**config.mk**
```make
export PLATFORM = sky130hd
export DESIGN_NAME = redundancy_standby_control
export DESIGN_NICKNAME = d
export VERILOG_FILES = /design/src/hw/redundancy_pkg.sv /design/src/hw/sync_if.sv /design/src/hw/two_stage_sync.sv /design/src/hw/redundancy_standby_control.sv
export SDC_FILE = /design/constraint.sdc
export NUM_CORES = 1
export LEC_CHECK = 0
export BUFFER_PORTS_ARGS = -buffer_cell sky130_fd_sc_hd__buf_4
export CORE_MARGIN = 10
export CORE_UTILIZATION = 50
export DETAILED_ROUTE_END_ITERATION = 10
export HOLD_SLACK_MARGIN = 0.03
export PLACE_DENSITY = 0.81
export SLEW_MARGIN = 20
export SYNTH_ARGS = -nofsm -noshare
export SYNTH_HDL_FRONTEND = slang
export SYNTH_SLANG_ARGS = --single-unit
```
**constraint.sdc**
```tcl
create_clock -name SYS_CLK -period 1.5 [get_ports SYS_CLK]
set_input_delay 0.3 -clock SYS_CLK [delete_from_list [all_inputs] [get_ports SYS_CLK]]
set_output_delay 0.3 -clock SYS_CLK [all_outputs]
set_load 0.05 [all_outputs]
```
**src/hw/redundancy_pkg.sv**
```systemverilog
// constants shared by the standby redundancy controller files
package redundancy_pkg;

  // clock and wake response timing
  localparam int CLK_PERIOD_NS = 8;
  localparam int WAKE_RESPONSE_NS = 100000;
  localparam int WAKE_RESPONSE_CYC = WAKE_RESPONSE_NS / CLK_PERIOD_NS;

  // role codes carried by the maker-specific role command
  localparam logic [7:0] ROLE_STANDARD = 8'h00;
  localparam logic [7:0] ROLE_ACTIVE = 8'h01;
  localparam logic [7:0] ROLE_STANDBY1 = 8'h02;
  localparam logic [7:0] ROLE_STANDBY2 = 8'h03;
  localparam logic [7:0] ROLE_STANDBY3 = 8'h04;
  localparam logic [7:0] ROLE_ALWAYS_STANDBY = 8'h05;
  localparam logic [7:0] ROLE_RESET = ROLE_STANDARD;

  // apb byte addresses
  localparam logic [7:0] ADDR_ROLE = 8'h00;
  localparam logic [7:0] ADDR_STATUS = 8'h04;
  localparam logic [7:0] ADDR_LEVEL_BASE = 8'h08;
  localparam logic [7:0] ADDR_LEVEL_LAST = 8'h1C;
  localparam int LEVEL_COUNT = 6;

  // status word bit positions
  localparam int ST_WAKE_BUS = 0;
  localparam int ST_CONV_ON = 1;
  localparam int ST_STANDBY = 2;
  localparam int ST_FAULT = 3;
  localparam int ST_LOAD_ON = 4;
  localparam int ST_REVERTED = 5;
  localparam int ST_LATE_WAKE = 6;
  localparam int ST_ROLE_LSB = 8;

  // level codes: 64 steps per volt, 8.0 V full load = 10'h200
  localparam int LEVEL_W = 10;
  localparam logic [9:0] LEVEL_FULL_SCALE = 10'h200;
  localparam logic [9:0] EN1_RESET = 10'h0CD;
  localparam logic [9:0] DIS1_RESET = 10'h05C;
  localparam logic [9:0] EN2_RESET = 10'h140;
  localparam logic [9:0] DIS2_RESET = 10'h0C1;
  localparam logic [9:0] EN3_RESET = 10'h1AD;
  localparam logic [9:0] DIS3_RESET = 10'h121;

  // operating state of this supply
  typedef enum logic [2:0] {
    ST_ON_FORCED = 3'b001,
    ST_ON_LOAD = 3'b010,
    ST_SLEEP = 3'b100
  } power_state_t;

endpackage

```
**src/hw/sync_if.sv**
```systemverilog
// carrier between raw pin levels and their synchronised copies
`timescale 1ns/10ps
interface sync_if #(parameter int W = 4);
  logic [W-1:0] raw;
  logic [W-1:0] synced;
  modport src (output raw, input synced);
  modport dst (input raw, output synced);
endinterface

```
**src/hw/two_stage_sync.sv**
```systemverilog
// two flip-flop synchroniser for a group of asynchronous levels
`timescale 1ns/10ps
module two_stage_sync #(
  parameter int W = 4
) (
  input wire logic clk, // system clock
  input wire logic rst_n, // asynchronous reset, active low
  sync_if.dst port // raw levels in, synced levels out
);

  logic [W-1:0] stage1_reg;
  logic [W-1:0] stage2_reg;

  // first stage only feeds the second
  always_ff @(posedge clk or negedge rst_n) begin
    if (!rst_n) begin
      stage1_reg <= '0;
      stage2_reg <= '0;
    end else begin
      stage1_reg <= port.raw;
      stage2_reg <= stage1_reg;
    end
  end

  assign port.synced = stage2_reg;

endmodule

```
**src/hw/redundancy_standby_control.sv**
```systemverilog
// load-dependent standby control of one supply on a shared wake bus
`timescale 1ns/10ps
module redundancy_standby_control #(
  parameter int WAKE_LIMIT_CYC = redundancy_pkg::WAKE_RESPONSE_CYC
) (
  input wire logic SYS_CLK, // 125 MHz system clock
  input wire logic RESET_N, // asynchronous reset, active low
  input wire logic PSEL, // apb select
  input wire logic PENABLE, // apb access phase
  input wire logic PWRITE, // apb direction
  input wire logic [7:0] PADDR, // apb byte address
  input wire logic [31:0] PWDATA, // apb write data
  output logic [31:0] PRDATA, // apb read data
  output logic PREADY, // apb ready
  output logic PSLVERR, // apb error
  input wire logic WAKE_BUS_I, // shared wake bus level
  output logic WAKE_BUS_O, // shared wake bus drive value
  output logic WAKE_BUS_OE, // shared wake bus drive enable
  input wire logic SHARE_ABOVE_EN, // load share above enable level
  input wire logic SHARE_BELOW_DIS, // load share below disable level
  input wire logic SUPPLY_FAULT, // internal fault seen
  input wire logic VOUT_UNDER, // output under fault threshold
  output logic [9:0] SHARE_EN_LEVEL, // enable level for comparator
  output logic [9:0] SHARE_DIS_LEVEL, // disable level for comparator
  output logic CONVERTER_ACTIVE_N // converter on, active low
);

  localparam int LW = redundancy_pkg::LEVEL_W;

  // synchronised pin levels: bus, two comparators, fault, undervoltage
  sync_if #(.W(5)) pins ();

  assign pins.raw = {VOUT_UNDER, SUPPLY_FAULT, SHARE_BELOW_DIS, SHARE_ABOVE_EN, WAKE_BUS_I};

  two_stage_sync #(.W(5)) u_sync (
    .clk(SYS_CLK),
    .rst_n(RESET_N),
    .port(pins)
  );

  logic wake_bus_s;
  logic above_en_s;
  logic below_dis_s;
  logic fault_s;
  logic vout_under_s;

  // every decision below reads only synchronised copies
  assign wake_bus_s = pins.synced[0];
  assign above_en_s = pins.synced[1];
  assign below_dis_s = pins.synced[2];
  assign fault_s = pins.synced[3];
  assign vout_under_s = pins.synced[4];

  // role classification, used by several processes
  function automatic logic is_standby_role(input logic [7:0] r);
    is_standby_role = (r >= redundancy_pkg::ROLE_STANDBY1) &&
                      (r <= redundancy_pkg::ROLE_ALWAYS_STANDBY);
  endfunction

  function automatic logic is_valid_role(input logic [7:0] r);
    is_valid_role = (r <= redundancy_pkg::ROLE_ALWAYS_STANDBY);
  endfunction

  // level register index from a byte address, for read and write
  function automatic logic [2:0] level_index(input logic [7:0] a);
    logic [7:0] off;
    off = a - redundancy_pkg::ADDR_LEVEL_BASE;
    level_index = off[4:2];
  endfunction

  function automatic logic is_level_addr(input logic [7:0] a);
    is_level_addr = (a >= redundancy_pkg::ADDR_LEVEL_BASE) &&
                    (a <= redundancy_pkg::ADDR_LEVEL_LAST) && (a[1:0] == 2'b00);
  endfunction

  logic [7:0] role_reg;
  logic [LW-1:0] level_reg [redundancy_pkg::LEVEL_COUNT];
  logic wake_prev_reg;
  logic reverted_reg;
  logic load_on_reg;
  logic conv_on_reg;
  logic late_wake_reg;
  logic [13:0] wake_cnt_reg;
  redundancy_pkg::power_state_t state_reg;
  redundancy_pkg::power_state_t state_next;

  logic setup_phase;
  logic access_phase;
  logic addr_ok;
  logic wr_take;
  logic role_wr_ok;
  logic bus_fall;
  logic own_fault;
  logic standby_role;
  logic [2:0] pos_sel;

  // apb phases: zero wait states, answer in access phase
  assign setup_phase = PSEL && !PENABLE;
  assign access_phase = PSEL && PENABLE;
  assign addr_ok = (PADDR == redundancy_pkg::ADDR_ROLE) ||
                   (PADDR == redundancy_pkg::ADDR_STATUS) || is_level_addr(PADDR);
  assign wr_take = access_phase && PWRITE && addr_ok;
  // an out-of-range role byte is refused, not stored
  assign role_wr_ok = wr_take && (PADDR == redundancy_pkg::ADDR_ROLE) &&
                      is_valid_role(PWDATA[7:0]);
  assign PREADY = 1'b1;

  // error on unmapped address or an invalid role value
  always_comb begin
    PSLVERR = 1'b0;
    if (access_phase) begin
      if (!addr_ok) begin
        PSLVERR = 1'b1;
      end else if (PWRITE && (PADDR == redundancy_pkg::ADDR_ROLE) &&
                   !is_valid_role(PWDATA[7:0])) begin
        PSLVERR = 1'b1;
      end
    end
  end

  // high-to-low wake bus transition
  assign bus_fall = wake_prev_reg && !wake_bus_s;

  always_ff @(posedge SYS_CLK or negedge RESET_N) begin
    if (!RESET_N) begin
      wake_prev_reg <= 1'b0;
    end else begin
      wake_prev_reg <= wake_bus_s;
    end
  end

  // role byte; a standby role falls back to standard on a bus fall,
  // and that fall beats a write in the same cycle so no wake is missed
  always_ff @(posedge SYS_CLK or negedge RESET_N) begin
    if (!RESET_N) begin
      role_reg <= redundancy_pkg::ROLE_RESET;
    end else if (bus_fall && is_standby_role(role_reg)) begin
      role_reg <= redundancy_pkg::ROLE_STANDARD;
    end else if (role_wr_ok) begin
      role_reg <= PWDATA[7:0];
    end
  end

  // sticky revert flag, write one to clear; the set wins
  always_ff @(posedge SYS_CLK or negedge RESET_N) begin
    if (!RESET_N) begin
      reverted_reg <= 1'b0;
    end else if (bus_fall && is_standby_role(role_reg)) begin
      reverted_reg <= 1'b1;
    end else if (wr_take && (PADDR == redundancy_pkg::ADDR_STATUS) &&
                 PWDATA[redundancy_pkg::ST_REVERTED]) begin
      reverted_reg <= 1'b0;
    end
  end

  // programmable enable and disable levels per standby position
  always_ff @(posedge SYS_CLK or negedge RESET_N) begin
    if (!RESET_N) begin
      level_reg[0] <= redundancy_pkg::EN1_RESET;
      level_reg[1] <= redundancy_pkg::DIS1_RESET;
      level_reg[2] <= redundancy_pkg::EN2_RESET;
      level_reg[3] <= redundancy_pkg::DIS2_RESET;
      level_reg[4] <= redundancy_pkg::EN3_RESET;
      level_reg[5] <= redundancy_pkg::DIS3_RESET;
    end else if (wr_take && is_level_addr(PADDR)) begin
      level_reg[level_index(PADDR)] <= PWDATA[LW-1:0];
    end
  end

  // position selects the pair handed to the comparators
  always_comb begin
    case (role_reg)
      redundancy_pkg::ROLE_STANDBY2: pos_sel = 3'h1;
      redundancy_pkg::ROLE_STANDBY3: pos_sel = 3'h2;
      default: pos_sel = 3'h0;
    endcase
  end

  // levels from flops; comparator compares the load-share voltage
  always_ff @(posedge SYS_CLK or negedge RESET_N) begin
    if (!RESET_N) begin
      SHARE_EN_LEVEL <= redundancy_pkg::EN1_RESET;
      SHARE_DIS_LEVEL <= redundancy_pkg::DIS1_RESET;
    end else begin
      SHARE_EN_LEVEL <= level_reg[{pos_sel[1:0], 1'b0}];
      SHARE_DIS_LEVEL <= level_reg[{pos_sel[1:0], 1'b1}];
    end
  end

  // hysteresis: woken by load above enable, released below disable;
  // comparators lag one cycle after a position change, harmless here
  always_ff @(posedge SYS_CLK or negedge RESET_N) begin
    if (!RESET_N) begin
      load_on_reg <= 1'b0;
    end else if (above_en_s) begin
      load_on_reg <= 1'b1;
    end else if (below_dis_s) begin
      load_on_reg <= 1'b0;
    end
  end

  assign standby_role = is_standby_role(role_reg);
  assign own_fault = fault_s || vout_under_s;

  // forced on unless standby role with a high bus and no own fault; bus high implies a
  // driving active peer, since an undriven bus is pulled low outside
  always_comb begin
    state_next = redundancy_pkg::ST_ON_FORCED;
    if (standby_role && wake_bus_s && !own_fault) begin
      if (role_reg == redundancy_pkg::ROLE_ALWAYS_STANDBY) begin
        state_next = redundancy_pkg::ST_SLEEP;
      end else if (load_on_reg || above_en_s) begin
        state_next = redundancy_pkg::ST_ON_LOAD;
      end else begin
        state_next = redundancy_pkg::ST_SLEEP;
      end
    end
  end

  always_ff @(posedge SYS_CLK or negedge RESET_N) begin
    if (!RESET_N) begin
      state_reg <= redundancy_pkg::ST_ON_FORCED;
    end else begin
      state_reg <= state_next;
    end
  end

  // converter enable follows the state; roles 00h/01h always on
  always_comb begin
    case (state_reg)
      redundancy_pkg::ST_SLEEP: conv_on_reg = 1'b0;
      redundancy_pkg::ST_ON_LOAD: conv_on_reg = 1'b1;
      redundancy_pkg::ST_ON_FORCED: conv_on_reg = 1'b1;
      default: conv_on_reg = 1'b1;
    endcase
  end

  // converter output from a flop; bus low reaches it in four cycles
  always_ff @(posedge SYS_CLK or negedge RESET_N) begin
    if (!RESET_N) begin
      CONVERTER_ACTIVE_N <= 1'b0;
    end else begin
      CONVERTER_ACTIVE_N <= !conv_on_reg;
    end
  end

  // wake bus drive: fault pulls low in every role
  always_ff @(posedge SYS_CLK or negedge RESET_N) begin
    if (!RESET_N) begin
      WAKE_BUS_O <= 1'b0;
      WAKE_BUS_OE <= 1'b0;
    end else if (own_fault) begin
      WAKE_BUS_O <= 1'b0;
      WAKE_BUS_OE <= 1'b1;
    end else if (role_reg == redundancy_pkg::ROLE_ACTIVE) begin
      WAKE_BUS_O <= 1'b1;
      WAKE_BUS_OE <= 1'b1;
    end else begin
      WAKE_BUS_O <= 1'b0;
      WAKE_BUS_OE <= 1'b0;
    end
  end

  // watch for a converter still off long after the bus fell
  always_ff @(posedge SYS_CLK or negedge RESET_N) begin
    if (!RESET_N) begin
      wake_cnt_reg <= 14'h0000;
    end else if (wake_bus_s || !CONVERTER_ACTIVE_N) begin
      wake_cnt_reg <= 14'h0000;
    end else if (wake_cnt_reg != 14'h3FFF) begin
      wake_cnt_reg <= wake_cnt_reg + 14'h0001;
    end
  end

  // sticky late-wake flag; cleared by write one, set wins
  always_ff @(posedge SYS_CLK or negedge RESET_N) begin
    if (!RESET_N) begin
      late_wake_reg <= 1'b0;
    end else if (wake_cnt_reg >= 14'(WAKE_LIMIT_CYC)) begin
      late_wake_reg <= 1'b1;
    end else if (wr_take && (PADDR == redundancy_pkg::ADDR_STATUS) &&
                 PWDATA[redundancy_pkg::ST_LATE_WAKE]) begin
      late_wake_reg <= 1'b0;
    end
  end

  // status word assembled from live state
  logic [31:0] status_word;

  always_comb begin
    status_word = 32'h00000000;
    status_word[redundancy_pkg::ST_WAKE_BUS] = wake_bus_s;
    status_word[redundancy_pkg::ST_CONV_ON] = !CONVERTER_ACTIVE_N;
    status_word[redundancy_pkg::ST_STANDBY] = (state_reg == redundancy_pkg::ST_SLEEP);
    status_word[redundancy_pkg::ST_FAULT] = own_fault;
    status_word[redundancy_pkg::ST_LOAD_ON] = load_on_reg;
    status_word[redundancy_pkg::ST_REVERTED] = reverted_reg;
    status_word[redundancy_pkg::ST_LATE_WAKE] = late_wake_reg;
    status_word[redundancy_pkg::ST_ROLE_LSB +: 8] = role_reg;
  end

  // read data captured in the setup cycle, held through access
  always_ff @(posedge SYS_CLK or negedge RESET_N) begin
    if (!RESET_N) begin
      PRDATA <= 32'h00000000;
    end else if (setup_phase && !PWRITE) begin
      if (PADDR == redundancy_pkg::ADDR_ROLE) begin
        PRDATA <= {24'h000000, role_reg};
      end else if (PADDR == redundancy_pkg::ADDR_STATUS) begin
        PRDATA <= status_word;
      end else if (is_level_addr(PADDR)) begin
        PRDATA <= {22'h0, level_reg[level_index(PADDR)]};
      end else begin
        PRDATA <= 32'h00000000;
      end
    end
  end

endmodule

```
==> key figures <==
Placed design
  – I/O Buffers: 67
  – Placed wire-length estimate: 12400 µm
  – Final Wtd Congestion: 0.895
  – Pre-CTS setup slack: -0.470 ns
  – Placed inst area: roughly 8000 µm²
  – Placed Instances: 860

Critical path
  – Register-to-Register Setup Slack: -0.25 ns
  – Critical path capture point type: register
  – Cells along the critical path: buf_4 > inv_1 > ha_4 > nand2_1 > nor2_1 > o21ai_0 > buf_4 > a31oi_1
  – Crit path kind: in2reg
  – Setup crit end: PRDATA[0]$_DFFE_PN0P_
  – Startpoint types: input pin
  – WP data required: 1.79 ns
  – Critical Path Start: PADDR[3]
  – CP peak stage delay: around 0.5 ns
  – Reg2Reg Depth: 7
  – FF-to-FF End: SHARE_EN_LEVEL[8]$_DFF_PN0_
  – Crit-path most repeated cell: buf_4
  – Cell family with most CP delay: compound AO/OA/AOI/OAI gates
  – Reg2reg start: role_reg[3]$_DFFE_PN0P_
  – CP arrival: 2.05 ns
  – Worst Path Buf+Inv: 3
  – CP Depth: 8
  – Crit-path max FO: 8
  – CP max stage cell: o21ai_0

Pwr
  – Part of the power in combinational logic: 0.102
  – Cell-internal power: 6.35 mW
  – Clock power frac: 0.451
  – Sequential Power Share: 0.447
  – Pleak: 4.41 nW
  – P_sw: 2.28 mW
  – PwrDens: a little over 900 nW/µm²
  – Peak supply drop: 703 µV
  – Switch share: 0.264

Timing
  – Final Hold Fails: 0
  – Final setup margin: -0.254 ns
  – Setup Viol. Count Final: 53
  – Period utilisation layout: 1.17
  – Relative slew margins: 0.610
  – RSZ-0062 raised after global routing: true
  – Worst-Margin Slew: 0.579 ns
  – Fin Hold WS: 0.155 ns
  – Fmax: between 500 and 600 MHz
  – Minimum clock period: 1.75 ns
  – Fin. max-slew vios: 0
  – Worst Clk Skew: 0.00892 ns

Clock tree
  – CTS tree: built
  – H-tree Lvls: 4
  – CTS max path bufs: 2
  – TritonCTS Buffers: 17
  – Clock Latency Late Sink: 0.43 ns
  – Clock sink total: roughly 140
  – Worst-path clk slew: 0.06 ns
  – CTS Root Cell: clkbuf_16

Die
  – Die X: 135 µm
  – Die Span Y: 135 µm
  – Initial Utilization: 0.515
  – Core Area: 12800 µm²
  – IO Pins: 107
  – # rows: 41
  – DIE AREA: between 15000 and 20000 µm²

Drt
  – Via Count: roughly 5800
  – Final ANT Viol Nets: 0
  – Via density: 6.30
  – Routed WL: 22400 µm
  – Wire length per cell: roughly 24 µm
  – Residual DRC: 0
  – DR pass1 iterations: 6
  – Initial detailed-routing violation count: 773

Synthesis
  – Share of the synthesized area in the top cell type: 0.399
  – Synth warn: 0
  – Synth async-reset ratio: 1.00
  – Number of synthesized flops with an enable pin: 0
  – Top_reg_cell synth: dfrtp_1
  – Mapped Cells: 558
  – Ranking of synthesized cells by area: dfrtp_1 40%, dfstp_2 13%, mux2_2 9.8%
  – Flops & latches, synth: 138
  – Post-synthesis sequential area ratio: 0.531
  – Synthesized area per cell: 11.8 µm²
  – Post-Syn Area: 6580 µm²
  – Synth area leader: dfrtp_1
  – Unique cell type count in the Yosys netlist: 58

Outcome
  – Status: finished with violations
  – Failing checks: setup timing

Flow run
  – Maxcap violations: 0

Layout
  – Layout cells sized above 1: 0.528
  – Most common cell after layout, fill and taps aside: buf_4
  – Fin cells: 920
  – Ant. Diodes: 0
  – Post-route cell area: 9260 µm²
  – Most frequent cells in the layout: 141 x buf_4, 103 x dfrtp_1, 49 x mux2_2, 48 x mux2i_1, 33 x dfstp_2
  – Nets: 790
  – Largest register FFs: 60
  – Layout area overhead: 40.8%

Global routing
  – Grt total ovfl: 0
  – Global-route wire length before repair: 31600 µm
  – Pin count of the biggest net entering global routing: between 40 and 50
  – Initial antenna violation count: 0
  – Vias in the first global route: about 5800
  – Overall Global Routing Usage: 0.219

Hold path
  – Hold Path Class: in2reg
## timing repair
| item | in CTS | in global routing |
|---|---|---|
| pin swaps | 16 | 26 |
| endpoints found under the hold margin | 32 | 0 |
| setup endpoints to repair | 56 | 108 |
| cloned | 3 | 3 |
| hold buffers | 6 | 0 |
| setup buffers | 9 | 10 |
| gates resized for setup | 39 | 83 |
## through the flow
step | TNS, ns | utilization | total power [mW]
6_report | -7.03 | 0.725 | 8.63
2_1_floorplan | -6.46 | - | 4.34
3_3_place_gp | -31.90 | 0.623 | 4.69
4_1_cts | -5.08 | 0.694 | 8.52
3_5_place_dp | -36.50 | 0.623 | 4.71
5_1_grt | -9.24 | 0.725 | 8.85
## layout make-up
type	count	area, µm²
Clock inverter	10	68.8
Fill cell	737	3510
Tap cell	172	215
Sequential cell	138	3500
Timing Repair Buffer	181	1630
Multi-Input combinational cell	390	3350
Clock buffer	22	474
Inverter	7	26.3
## kinds of logic after synthesis
family,count (synthesis),synth area share
muxes,111,0.182
buffers and inverters,48,0.0455
xor gates and xnor gates,2,0.00266
other,2,0.00114
and+or+nand+nor,148,0.132
DFF,138,0.531
adders and majority gates,5,0.00951
AOI/OAI and AO/OA,104,0.0955
## worst reg2reg max path: cells and delay by family (launching register included)
family                 cells  cell delay [ns]
AOI/OAI and AO/OA          1             0.09
DFF                        1             0.38
and+or+nand+nor            3             0.81
buffers and inverters      3             0.40
## routing by layer
layer  part of all wire  vias up  track usage  routed length, µm
li1                   -     2376            -                  -
met1               0.37     2848        0.259               8320
met2               0.47      426        0.366              10600
met3              0.092      149       0.0512               2050
met4              0.065        0        0.106               1450
met5                  0        -            0                  0
## worst min-delay path by stage
stage / start / end / slack [ns] / cells after the start
after floorplan: RESET_N / CONVERTER_ACTIVE_N$_DFF_PN0_ / 0.004 / 0
after global placement: RESET_N / wake_cnt_reg[1]$_DFFE_PN0P_ / 0.25 / 1
after detailed placement: RESET_N / wake_cnt_reg[1]$_DFFE_PN0P_ / 0.25 / 1
after CTS: PWDATA[8] / level_reg[58]$_DFFE_PN0P_ / 0.15 / 2
after global routing: PWDATA[8] / level_reg[38]$_DFFE_PN1P_ / 0.16 / 2
final: PWDATA[8] / level_reg[28]$_DFFE_PN0P_ / 0.15 / 2
## synthesized netlist by cell type (7+ instances only)
| library cell | n |
|---|---|
| nand3_1 | 17 |
| mux2_2 | 57 |
| buf_2 | 11 |
| a21oi_1 | 15 |
| nor2_1 | 29 |
| mux2i_1 | 50 |
| inv_1 | 7 |
| nor3_1 | 8 |
| dfrtp_1 | 105 |
| nor2b_1 | 7 |
| dfstp_2 | 33 |
| a31oi_1 | 7 |
| and3_1 | 8 |
| nand2_1 | 34 |
| o21ai_0 | 43 |
| o22ai_1 | 9 |
| buf_4 | 19 |
## power groups by stage
stage | logic (mW) | registers (mW) | clock network (mW)
after floorplan | 0.319 | 4.02 | 0
after global placement | 0.780 | 3.91 | 0
after detailed placement | 0.798 | 3.92 | 0
after CTS | 0.827 | 3.85 | 3.84
after global routing | 0.927 | 3.86 | 4.06
final | 0.884 | 3.86 | 3.89
Power figures use the tool's default switching activity.
